## src/pmr_pkg.sv

```systemverilog
package pmr_pkg;
    // program memory geometry: 8K words of 14 bits
    localparam int PMR_ADDR_W = 13;
    localparam int PMR_WORD_W = 14;
    localparam int PMR_HI_W   = PMR_WORD_W - 8;
    // register field positions and reset values
    localparam int PMR_CTL_RD_BIT = 0;
    localparam logic [7:0] PMR_RST_BYTE = 8'h00;
    // flash access length in instruction cycles
    localparam int PMR_ACCESS_CYC = 2;
    // sfr write selects from the core
    typedef enum logic [2:0] {
        PMR_SEL_NONE, PMR_SEL_ADDR_LO, PMR_SEL_ADDR_HI, PMR_SEL_CTL
    } pmr_sel_e;
endpackage : pmr_pkg

```

## src/pmr_read_ctrl.sv

```systemverilog
// Notes on behaviour
// - program memory reads work during normal run, no special mode needed
// - read address is the low five bits of the high address byte concatenated above the low address byte
// - software sets the read-start bit; the flash access starts from it
// - the flash access takes two instruction cycles after the bit is set
// - the second instruction after the start write is discarded by the core
// - fetched word lands in data pair: upper bits high, low byte low
// - code protection does not block or alter these reads
`timescale 1ns/1ps
`default_nettype none
module pmr_read_ctrl
    import pmr_pkg::*;
(
    // clock and reset (one tick per instruction cycle)
    input  wire logic                    clk,
    input  wire logic                    rstn,
    // sfr writes from the core
    input  wire pmr_pkg::pmr_sel_e       sfr_wr_sel,
    input  wire logic [7:0]              sfr_wr_data,
    // flash array port, word returned the cycle after the request
    output logic                         flash_rd_req,
    output logic [pmr_pkg::PMR_ADDR_W-1:0] flash_rd_addr,
    input  wire logic [pmr_pkg::PMR_WORD_W-1:0] flash_rd_word,
    // code protection setting, has no effect on this path
    input  wire logic                    code_protect,
    // register views to the core
    output logic [7:0]                   progmem_addr_low,
    output logic [7:0]                   progmem_addr_high,
    output logic [7:0]                   progmem_read_control,
    output logic [7:0]                   progmem_data_low,
    output logic [7:0]                   progmem_data_high,
    // tells the core which instruction slot to discard
    output logic                         core_slot_discard
);
    import pmr_pkg::*;

    // sequencer states: idle, then one state per access cycle
    typedef enum logic [1:0] {PMR_IDLE, PMR_ACC1, PMR_ACC2} pmr_state_e;

    // sequencer
    pmr_state_e                  state_r;
    pmr_state_e                  state_nxt;
    // read-start bit of the control register
    logic                        rd_r;
    logic                        rd_nxt;
    // address pair
    logic [7:0]                  addr_lo_r;
    logic [7:0]                  addr_lo_nxt;
    logic [7:0]                  addr_hi_r;
    logic [7:0]                  addr_hi_nxt;
    // data pair
    logic [7:0]                  dat_lo_r;
    logic [7:0]                  dat_lo_nxt;
    logic [7:0]                  dat_hi_r;
    logic [7:0]                  dat_hi_nxt;
    // flash port and core slot control
    logic                        req_r;
    logic [PMR_ADDR_W-1:0]       fl_addr_r;
    logic [PMR_ADDR_W-1:0]       fl_addr_nxt;
    logic                        discard_r;

    // sequencer position
    wire idle       = (state_r == PMR_IDLE);
    wire in_acc1    = (state_r == PMR_ACC1);
    wire capture    = (state_r == PMR_ACC2);

    // decode of core writes
    wire wr_addr_lo = (sfr_wr_sel == PMR_SEL_ADDR_LO);
    wire wr_addr_hi = (sfr_wr_sel == PMR_SEL_ADDR_HI);
    wire wr_ctl     = (sfr_wr_sel == PMR_SEL_CTL);
    // start bit, taken only while idle
    wire start      = wr_ctl && sfr_wr_data[PMR_CTL_RD_BIT] && idle;
    // address writes are refused mid-read so the latched location stays coherent
    wire addr_lo_we = wr_addr_lo && idle;
    wire addr_hi_we = wr_addr_hi && idle;
    wire unused_cp  = code_protect;

    wire [PMR_ADDR_W-1:0] rd_addr_cat = {addr_hi_r[PMR_ADDR_W-9:0], addr_lo_r};
    // word split, upper bits zero padded
    wire [7:0] word_lo = flash_rd_word[7:0];
    wire [7:0] word_hi = {{(8-PMR_HI_W){1'h0}}, flash_rd_word[PMR_WORD_W-1:8]};

    // sequence: idle, two access cycles, no mode gating
    always_comb
    begin
        state_nxt = state_r;
        unique case (state_r)
            PMR_IDLE:
            begin
                if (start)
                    state_nxt = PMR_ACC1;
            end
            PMR_ACC1: state_nxt = PMR_ACC2;
            PMR_ACC2: state_nxt = PMR_IDLE;
            // the fourth code is unused; fall back to idle
            default:  state_nxt = PMR_IDLE;
        endcase
    end

    always_comb
    begin
        rd_nxt = rd_r;
        if (start)
            rd_nxt = 1'h1;
        else if (capture)
            rd_nxt = 1'h0;
    end

    // next address bytes, held while busy
    always_comb
    begin
        addr_lo_nxt = addr_lo_r;
        addr_hi_nxt = addr_hi_r;
        if (addr_lo_we)
            addr_lo_nxt = sfr_wr_data;
        if (addr_hi_we)
            addr_hi_nxt = sfr_wr_data;
    end

    always_comb
    begin
        fl_addr_nxt = fl_addr_r;
        if (start)
            fl_addr_nxt = rd_addr_cat;
    end

    always_comb
    begin
        dat_lo_nxt = dat_lo_r;
        dat_hi_nxt = dat_hi_r;
        if (capture)
        begin
            dat_lo_nxt = word_lo;
            dat_hi_nxt = word_hi;
        end
    end

    // sequencer state
    always_ff @(posedge clk or negedge rstn)
    begin
        if (!rstn)
            state_r <= PMR_IDLE;
        else
            state_r <= state_nxt;
    end

    // read-start bit
    always_ff @(posedge clk or negedge rstn)
    begin
        if (!rstn)
            rd_r <= 1'h0;
        else
            rd_r <= rd_nxt;
    end

    // address pair, frozen while a read runs
    always_ff @(posedge clk or negedge rstn)
    begin
        if (!rstn)
        begin
            addr_lo_r <= PMR_RST_BYTE;
            addr_hi_r <= PMR_RST_BYTE;
        end
        else
        begin
            addr_lo_r <= addr_lo_nxt;
            addr_hi_r <= addr_hi_nxt;
        end
    end

    // flash request in first access cycle
    always_ff @(posedge clk or negedge rstn)
    begin
        if (!rstn)
            req_r <= 1'h0;
        else
            req_r <= start;
    end

    // discard pulse on the second slot
    always_ff @(posedge clk or negedge rstn)
    begin
        if (!rstn)
            discard_r <= 1'h0;
        else
            discard_r <= in_acc1;
    end

    always_ff @(posedge clk or negedge rstn)
    begin
        if (!rstn)
            fl_addr_r <= '0;
        else
            fl_addr_r <= fl_addr_nxt;
    end

    // data pair load, upper bits high
    always_ff @(posedge clk or negedge rstn)
    begin
        if (!rstn)
        begin
            dat_lo_r <= PMR_RST_BYTE;
            dat_hi_r <= PMR_RST_BYTE;
        end
        else
        begin
            dat_lo_r <= dat_lo_nxt;
            dat_hi_r <= dat_hi_nxt;
        end
    end

    // register views, all straight from flip-flops
    assign flash_rd_req         = req_r;
    assign flash_rd_addr        = fl_addr_r;
    assign core_slot_discard    = discard_r;
    assign progmem_addr_low     = addr_lo_r;
    assign progmem_addr_high    = addr_hi_r;
    // only the start bit is implemented; the rest read as zero
    assign progmem_read_control = {7'h00, rd_r};
    assign progmem_data_low     = dat_lo_r;
    assign progmem_data_high    = dat_hi_r;
endmodule : pmr_read_ctrl
`default_nettype wire

```

## config.mk

```make
export PLATFORM = sky130hd
export DESIGN_NAME = pmr_read_ctrl
export DESIGN_NICKNAME = d
export VERILOG_FILES = /design/src/pmr_pkg.sv /design/src/pmr_read_ctrl.sv
export SDC_FILE = /design/constraint.sdc
export NUM_CORES = 1
export LEC_CHECK = 0
export ABC_CLOCK_PERIOD_IN_PS = 1900
export BUFFER_PORTS_ARGS = -buffer_cell sky130_fd_sc_hd__buf_2
export CAP_MARGIN = 20
export CELL_PAD_IN_SITES_DETAIL_PLACEMENT = 0
export CELL_PAD_IN_SITES_GLOBAL_PLACEMENT = 1
export CORE_MARGIN = 5
export CORE_UTILIZATION = 38
export CTS_BUF_LIST = sky130_fd_sc_hd__clkbuf_4
export CTS_CLUSTER_SIZE = 28
export DETAILED_ROUTE_END_ITERATION = 6
export GPL_ROUTABILITY_DRIVEN = 0
export HOLD_SLACK_MARGIN = 0.05
export PLACE_DENSITY = 0.87
export REMOVE_ABC_BUFFERS = 1
export SLEW_MARGIN = 20
export SYNTH_ARGS = -nofsm -noshare
export SYNTH_HDL_FRONTEND = slang
export SYNTH_SLANG_ARGS = --single-unit
```

## constraint.sdc

```tcl
create_clock -name clk -period 1.9 [get_ports clk]
set_input_delay 0 -clock clk [delete_from_list [all_inputs] [get_ports clk]]
set_output_delay 0 -clock clk [all_outputs]
set_load 0.01 [all_outputs]
```

==> run_results.csv, run 1 <==
group,metric,value,unit
detailed_routing,ant_nets,0,
power,p_leak,1.30,nW
detailed_routing,avgViaCountPerCell,4.46,
floorplan,core-area,4790,um^2
timing,holdWs,85.4,ps
floorplan,rows,25,
layout,seq_area,1200,um^2
detailed_routing,drt_wl_total,3980,um
critical_path,max_stage_delay,430,ps
yosys,ys_types,15,
yosys,syn_avg_cell_area,16.4,um^2
cts,cts_root_buffer,"clkbuf_4",
detailed_routing,drt_iter0_drc,21,
timing,rsz0062_at_grt,"false",
detailed_routing,avgRoutedWirePerCell,13.9,um
placed_design,pre_cts_slack,270,ps
layout,multi_input_area,618,um^2
cts,cts_max_path_buffers,2,
yosys,yosysWarnings,0,
critical_path,cp.arrival,1880,ps
critical_path,required,2150,ps
timing,setup_violations,0,
layout,layout-area-overhead-vs-synth,37.6,%
placed_design,place_inst,253,
yosys,async_flop_share,1.00,
critical_path,critPathKind,"reg2reg",
global_routing,grt_max_degree,21,
critical_path,r2r-end,"flash_rd_addr[8]",
global_routing,grt_pass1_wl,6470,um
yosys,synth_edf_count,0,
power,comb_power_share,0.309,
timing,fin_tns_setup,0,ps
cts,worst_setup_hold_path_clk_slew,130,ps
power,switching_share,0.301,
cts,post_cts.repair.setup_buffers,0,
timing,hold_viol,0,
power,ir_drop,0.498,mV
yosys,synth-seq-area-share,0.630,
timing,period_share,0.860,
critical_path,r2r_start,"state_r[1]",
cts,htree_levels,2,
power,p_switching,809,uW
yosys,synthFlopType,"dfrtp_1",
power,p_clk_frac,0.163,
min_path,min_path_type,"in2async",
layout,fill_cells,398,
cts,cts_hold_buf,26,
placed_design,portBuffers,72,
run_status,outcome,"complete, no violations",
cts,cts_resized,0,
cts,cts_tree,"yes",
timing,finalWorstPathRequiredPeriod,1630,ps
yosys,synth_common_cells,"dfrtp_1 (48), mux2_2 (35), buf_4 (12)",
floorplan,initial_core_util,0.399,
detailed_routing,dr.pass1.iters,4,
critical_path,critPathLaunchType,"register",
power,p_per_area,1020,nW/um^2
critical_path,crit_path_start,"state_r[1]",
yosys,synth.most_common_cell,"dfrtp_1",
layout,final_cells,287,
timing,tightest_slew,669,ps
cts,cts_buffers,5,
floorplan,dieWidth,80.9,um
cts,cts.sinks,48,
placed_design,post-dp-hpwl,2810,um
timing,clock_skew,7.73,ps
floorplan,ios,83,
critical_path,crit_chain,"nor3_2 -> and4_1 -> buf_12 -> mux2_2",
floorplan,die_y,80.9,um
yosys,ys_ff_latch,48,
yosys,netlist_instances,116,
critical_path,rr_worst_depth,4,
layout,drive_above_1_share,0.582,
layout,diodes,0,
timing,setup_ws,266,ps
global_routing,overflow,0,
global_routing,antenna_found_initial,0,
critical_path,regToRegSetupSlack,270,ps
floorplan,die_area,6540,um^2
timing,fmax,0.612,GHz
power,sequentialPowerShare,0.528,
global_routing,grt_pass1_vias,1357,
cts,clk_latency,350,ps
timing,maxSlewHeadroom,0.554,
critical_path,crit_slowest_cell,"dfrtp_1",
yosys,syn_area,1910,um^2
detailed_routing,drc,0,
critical_path,cp_max_fo,14,
yosys,yosys.area.top_type,"dfrtp_1",
timing,slew_viol_final,0,
global_routing,grtUsageTotal,0.130,
layout,nets,247,
critical_path,worstSetupEndpointType,"register",
yosys,yosysTopAreaCellShare,0.630,
power,intPower,1.88,mW
job,maxCapViolCount,0,
yosys,yosys-top-cells-area,"dfrtp_1 (63%), mux2_2 (21%), mux2_4 (6.3%), buf_4 (4.7%), buf_12 (1.0%)",
detailed_routing,vias,1279,
critical_path,endpoint,"flash_rd_addr[8]",
-- worst min path at each step --
stage               from              endpoint  slack [ps]  cells after the start
global placement    rstn  progmem_data_high[4]         -60                      1
finish              rstn   progmem_addr_low[1]          90                      2
global route        rstn   progmem_addr_low[1]          90                      2
detailed placement  rstn  progmem_data_high[4]         -60                      1
CTS                 rstn  progmem_addr_high[1]          60                      2
floorplan           rstn     core_slot_discard        -300                      0
-- critical path, delay by kind of cell (launching register included) --
kind                   cells  cell delay [ps]
and+or+nand+nor            2              580
DFF                        1              430
muxes                      1              340
buffers and inverters      1              180
-- cell usage in the layout (no fill, tap or decap), drive strengths merged --
master / count
mux2: 43
conb: 9
clkinv: 3
clkbuf: 5
nand2b: 1
buf: 77
and4: 2
nor3: 1
dfrtp: 48
and3b: 1
nor2b: 2
nand3b: 1
dlygate4sd3: 26
a21o: 1
-- layout make-up --
class | count | share of cell area
clock inverters | 3 | 0.00524
well taps | 67 | 0.0319
multi-input cells | 61 | 0.235
clock buffers | 5 | 0.0143
flip-flops and latches | 48 | 0.458
repair buffers | 103 | 0.255
-- kinds of logic (layout without fill, tap and decap cells) --
kind of cell	Yosys count	count (layout)	share of synthesized area
AND/OR/NAND/NOR	8	8	0.0328
flip-flops	48	48	0.630
other	1	9	0.00197
multiplexers	43	43	0.270
AO/OA/AOI/OAI	1	1	0.00394
buffers and inverters	15	111	0.0623
-- power groups by stage --
| stage | clock (mW) | combinational [mW] | sequential (mW) |
|---|---|---|---|
| 2_1_floorplan | 0 | 0.287 | 1.56 |
| 3_3_place_gp | 0 | 0.785 | 1.43 |
| 3_5_place_dp | 0 | 0.804 | 1.44 |
| 4_1_cts | 0.474 | 0.844 | 1.42 |
| 5_1_grt | 0.512 | 0.908 | 1.46 |
| 6_report | 0.438 | 0.832 | 1.42 |
-- per-stage QoR --
stage | area (um^2) | total power [mW] | utilization
after floorplan | 1820 | 1.85 | -
after global placement | 2310 | 2.22 | 0.483
after detailed placement | 2310 | 2.24 | 0.483
after CTS | 2630 | 2.74 | 0.548
after global routing | 2630 | 2.88 | 0.548
final | 2630 | 2.69 | 0.548
-- state kept, by name, summed over array words and instances (netlist names) --
signal and cells:
progmem_data_high 6, progmem_addr_high 8, flash_rd_addr 13, core_slot_discard 1
rd_r 1, flash_rd_req 1, progmem_data_low 8, state_r 2
progmem_addr_low 8
-- metal layers --
metal,track usage,wire length (um)
met3,0.0765,537
met4,0.0304,32
met5,0,0
met1,0.143,1680
met2,0.216,1730
Power figures use the tool's default switching activity.
==> inputs of run 2 (changes only) <==
--- a/config.mk
+++ b/config.mk
@@ -8,7 +8,7 @@
 export ABC_CLOCK_PERIOD_IN_PS = 1900
 export BUFFER_PORTS_ARGS = -buffer_cell sky130_fd_sc_hd__buf_2
 export CAP_MARGIN = 20
-export CELL_PAD_IN_SITES_DETAIL_PLACEMENT = 0
+export CELL_PAD_IN_SITES_DETAIL_PLACEMENT = 1
 export CELL_PAD_IN_SITES_GLOBAL_PLACEMENT = 1
 export CORE_MARGIN = 5
 export CORE_UTILIZATION = 38
==> run 2 against run 1 <==
Compared with the run above: non-clock buffer count unchanged; die area stayed put; highest routed layer unchanged; clock skew rose by 0.81 ps; clock power barely moved.
==> run_results.csv, run 2 (synthesis results as in run 1) <==
group,metric,value,unit
critical_path,critPathTopFamily,"simple AND/OR/NAND/NOR gates",
cts,clk_latency,350,ps
floorplan,rows,25,
cts,cts_tree,"yes",
floorplan,ios,83,
global_routing,antenna_found_initial,0,
cts,worst_setup_hold_path_clk_slew,130,ps
layout,largest_reg_flops,13,
detailed_routing,ant_nets,0,
timing,fmax,0.613,GHz
critical_path,max_stage_delay,430,ps
detailed_routing,avgRoutedWirePerCell,15.8,um
placed_design,portBuffers,72,
power,p_per_area,1030,nW/um^2
critical_path,required,2150,ps
power,intPower,1.88,mW
timing,finalWorstPathRequiredPeriod,1630,ps
cts,htree_levels,2,
timing,period_share,0.859,
floorplan,dieWidth,80.9,um
power,sequentialPowerShare,0.527,
layout,diodes,0,
timing,maxSlewHeadroom,0.539,
run_status,outcome,"complete, no violations",
job,maxCapViolCount,0,
timing,setup_violations,0,
power,comb_power_share,0.311,
timing,fin_tns_setup,0,ps
critical_path,path_buf_inv,1,
layout,layout-area-overhead-vs-synth,37.6,%
detailed_routing,dr.pass1.iters,2,
timing,rsz0062_at_grt,"false",
layout,drive_above_1_share,0.582,
critical_path,critPathKind,"reg2reg",
min_path,min_path_type,"in2async",
floorplan,core-area,4790,um^2
detailed_routing,avgViaCountPerCell,4.46,
detailed_routing,drc,0,
detailed_routing,drt_wl_total,4530,um
critical_path,critPathLaunchType,"register",
layout,seq_area,1200,um^2
global_routing,grt_pass1_vias,1490,
timing,tightest_slew,692,ps
cts,cts_max_path_buffers,2,
power,finalPower,2.71,mW
cts,cts.sinks,48,
global_routing,grtUsageTotal,0.151,
timing,hold_viol,0,
cts,cts_root_buffer,"clkbuf_4",
timing,holdWs,81.5,ps
layout,layout_commonest_cell,"buf_2",
power,p_clk_frac,0.162,
timing,slew_viol_final,0,
cts,cts_buffers,5,
floorplan,die_area,6540,um^2
critical_path,crit_chain,"nor3_2 -> and4_1 -> buf_12 -> mux2_2",
floorplan,die_y,80.9,um
layout,layout.cells.most_common_list,"buf_2 (72), dfrtp_1 (48), mux2_2 (35)",
global_routing,overflow,0,
power,switching_share,0.307,
timing,clock_skew,8.54,ps
critical_path,cp_max_fo,14,
layout,multi_input_area,618,um^2
critical_path,crit_slowest_cell,"dfrtp_1",
floorplan,initial_core_util,0.399,
layout,fill_cells,511,
critical_path,cp.arrival,1880,ps
placed_design,post-dp-hpwl,3170,um
global_routing,grt_pass1_wl,7490,um
power,ir_drop,0.472,mV
layout,nets,247,
cts,cts_resized,0,
critical_path,worstSetupEndpointType,"register",
global_routing,grt_max_degree,21,
power,p_leak,1.30,nW
power,p_switching,832,uW
detailed_routing,vias,1281,
detailed_routing,drt_iter0_drc,35,
run 2: cell counts in the layout (fill, tap and decap cells not counted):
Identical to the previous run, type by type.
run 2: worst paths after layout:
kind / startpoint / to / slack, ps / cells past startpoint
setup / recovery: state_r[1] / flash_rd_addr[4] / 270 / 4
hold / removal: rstn / progmem_data_high[5] / 80 / 2
setup reg to reg: state_r[1] / flash_rd_addr[4] / 270 / 4
hold reg to reg: rd_r / rd_r / 490 / 1
max in group asynchronous: rstn / flash_rd_addr[6] / 1240 / 3
min in group clk: flash_rd_word[2] / progmem_data_low[2] / 420 / 3
run 2: power by group through the flow:
stage | sequential, mW | combinational (mW) | clock, mW
3_3_place_gp | 1.43 | 0.785 | 0
6_report | 1.43 | 0.843 | 0.440
5_1_grt | 1.47 | 0.915 | 0.510
2_1_floorplan | 1.56 | 0.287 | 0
4_1_cts | 1.43 | 0.854 | 0.473
3_5_place_dp | 1.45 | 0.813 | 0
run 2: routing by layer:
layer,vias up,global-route usage,share of wire
met3,2,0.0643,0.11
met1,621,0.176,0.42
met2,70,0.258,0.47
li1,588,-,-
met5,-,0,0
met4,0,0.0304,0.0026
run 2: stage by stage:
step	worst slack, ps	instance area, um^2	util	std cells
after floorplan	159	1820	-	109
after global placement	294	2310	0.483	253
after detailed placement	266	2310	0.483	253
after CTS	254	2630	0.548	287
after global routing	156	2630	0.548	287
final	267	2630	0.548	287
run 2: repair_timing:
item / CTS / global route
setup buffers: 0 / 0
hold buffers: 26 / 0
endpoints found under the hold margin: 79 / 0
run 2: area by class of cell:
cell class,count,share of cell area
repair buffers,103,0.255
flip-flops and latches,48,0.458
clock buffers,5,0.0143
multi-input cells,61,0.235
clock inverters,3,0.00524
well taps,67,0.0319
==> inputs of run 3 (changes only) <==
--- a/config.mk
+++ b/config.mk
@@ -18,7 +18,6 @@
 export GPL_ROUTABILITY_DRIVEN = 0
 export HOLD_SLACK_MARGIN = 0.05
 export PLACE_DENSITY = 0.87
-export REMOVE_ABC_BUFFERS = 1
 export SLEW_MARGIN = 20
 export SYNTH_ARGS = -nofsm -noshare
 export SYNTH_HDL_FRONTEND = slang
==> run 3 against run 2 <==
Compared with the run above: clock skew is 3.5 ps lower; core utilization is 0.052 points lower; fmax is 2.1% lower; die area stayed put; via count is 1.8% higher; clock power is 2% higher; register-to-register slack worse by 40 ps; global-route usage is 1.3 points higher; design area hardly changed; sequential share of layout area hardly changed; combinational power hardly changed; critical path type unchanged.
==> run_results.csv, run 3 (synthesis results as in run 1) <==
group,metric,value,unit
layout,layout-area-overhead-vs-synth,37.4,%
detailed_routing,vias,1304,
layout,final_cells,289,
critical_path,required,2160,ps
timing,rsz0062_at_grt,"false",
timing,finalWorstPathRequiredPeriod,1670,ps
power,ir_drop,0.518,mV
placed_design,place_inst,254,
cts,cts_resized,0,
run_status,outcome,"complete, no violations",
cts,cts_buffers,5,
layout,final_core_util,0.548,
cts,cts_root_buffer,"clkbuf_4",
detailed_routing,dr.pass1.iters,3,
critical_path,worstSetupEndpointType,"register",
cts,htree_levels,2,
floorplan,dieWidth,80.9,um
layout,fill_cells,506,
timing,setup_violations,0,
critical_path,max_stage_delay,450,ps
min_path,min_path_type,"in2async",
global_routing,grt_max_degree,32,
placed_design,post-dp-hpwl,3240,um
global_routing,grtUsageTotal,0.163,
detailed_routing,avgViaCountPerCell,4.51,
detailed_routing,avgRoutedWirePerCell,17.0,um
timing,hold_viol,0,
global_routing,antenna_found_initial,1,
detailed_routing,drt_iter0_drc,27,
timing,fin_tns_setup,0,ps
layout,multi_input_area,618,um^2
cts,cts_max_path_buffers,2,
layout,nets,248,
floorplan,core-area,4790,um^2
floorplan,die_y,80.9,um
layout,seq_area,1200,um^2
floorplan,die_area,6540,um^2
critical_path,crit_slowest_cell,"dfrtp_1",
floorplan,initial_core_util,0.399,
placed_design,portBuffers,72,
critical_path,cp.arrival,1920,ps
timing,clock_skew,5.02,ps
layout,layout_commonest_cell,"buf_2",
power,finalPower,2.72,mW
timing,setup_ws,232,ps
layout,largest_reg_flops,13,
timing,slew_viol_final,0,
cts,cts_tree,"yes",
detailed_routing,ant_nets,0,
detailed_routing,drt_wl_total,4910,um
placed_design,pre_cts_slack,239,ps
timing,period_share,0.878,
critical_path,cp_max_fo,8,
floorplan,ios,83,
floorplan,rows,25,
global_routing,grt_pass1_vias,1581,
timing,fmax,0.599,GHz
power,p_leak,1.31,nW
critical_path,rr_worst_depth,3,
job,maxCapViolCount,0,
global_routing,overflow,0,
cts,worst_setup_hold_path_clk_slew,130,ps
timing,maxSlewHeadroom,0.494,
cts,clk_latency,360,ps
critical_path,critPathKind,"reg2reg",
critical_path,crit_chain,"nor3_2 -> nand3b_1 -> mux2_2",
timing,tightest_slew,760,ps
critical_path,critPathLaunchType,"register",
layout,drive_above_1_share,0.584,
detailed_routing,drc,0,
global_routing,grt_pass1_wl,7780,um
layout,layout.cells.most_common_list,"buf_2 (72), dfrtp_1 (48), mux2_2 (35)",
cts,cts.sinks,48,
power,p_per_area,1040,nW/um^2
run 3: cell count changes in the layout (fill, tap and decap cells not counted), sizes merged:
cell	delta
buf	+1
diode	+1
run 3: final cells by class:
cell class / instances / share of cell area
repair buffers: 104 / 0.254
flip-flops and latches: 48 / 0.458
multi-input cells: 61 / 0.236
clock buffers: 5 / 0.0143
well taps: 67 / 0.0320
diodes: 1 / 0.000954
clock inverters: 3 / 0.00525
run 3: worst max-delay path, delay by kind of cell, from the launching register on:
family | cells | cell delay [ps]
flops | 1 | 450
mux | 1 | 420
simple gates | 2 | 690
run 3: path summary, 6_finish.rpt:
path / startpoint / to / slack [ps]
setup reg to reg: state_r[1] / progmem_addr_low[0] / 230
max in group asynchronous: rstn / flash_rd_req / 1080
setup / recovery: state_r[1] / progmem_addr_low[0] / 230
hold reg to reg: rd_r / rd_r / 490
hold / removal: rstn / flash_rd_addr[7] / 180
min in group clk: flash_rd_word[12] / progmem_data_high[4] / 390
run 3: power by group:
part | internal [mW] | total (mW) | switching, mW
registers | 1.28 | 1.43 | 0.151
logic | 0.464 | 0.842 | 0.378
clock network | 0.136 | 0.450 | 0.313
run 3: metal layers:
layer / track usage / part of all wire
met1: 0.156 / 0.35
met5: 0 / 0
met4: 0.0929 / 0.043
met3: 0.0621 / 0.070
met2: 0.296 / 0.53
run 3: through the flow:
step | hold slack (ps) | cell area (um^2)
2_1_floorplan | -296 | 1940
3_3_place_gp | 76.5 | 2310
3_5_place_dp | 73.6 | 2310
4_1_cts | 201 | 2620
5_1_grt | 218 | 2620
6_report | 181 | 2620
run 3: timing repair:
item | 4_1_cts | 5_1_grt
endpoints found under the setup margin | 0 | 0
endpoints found under the hold margin | 60 | 0
hold buffers | 26 | 0
buffers inserted | 0 | 0
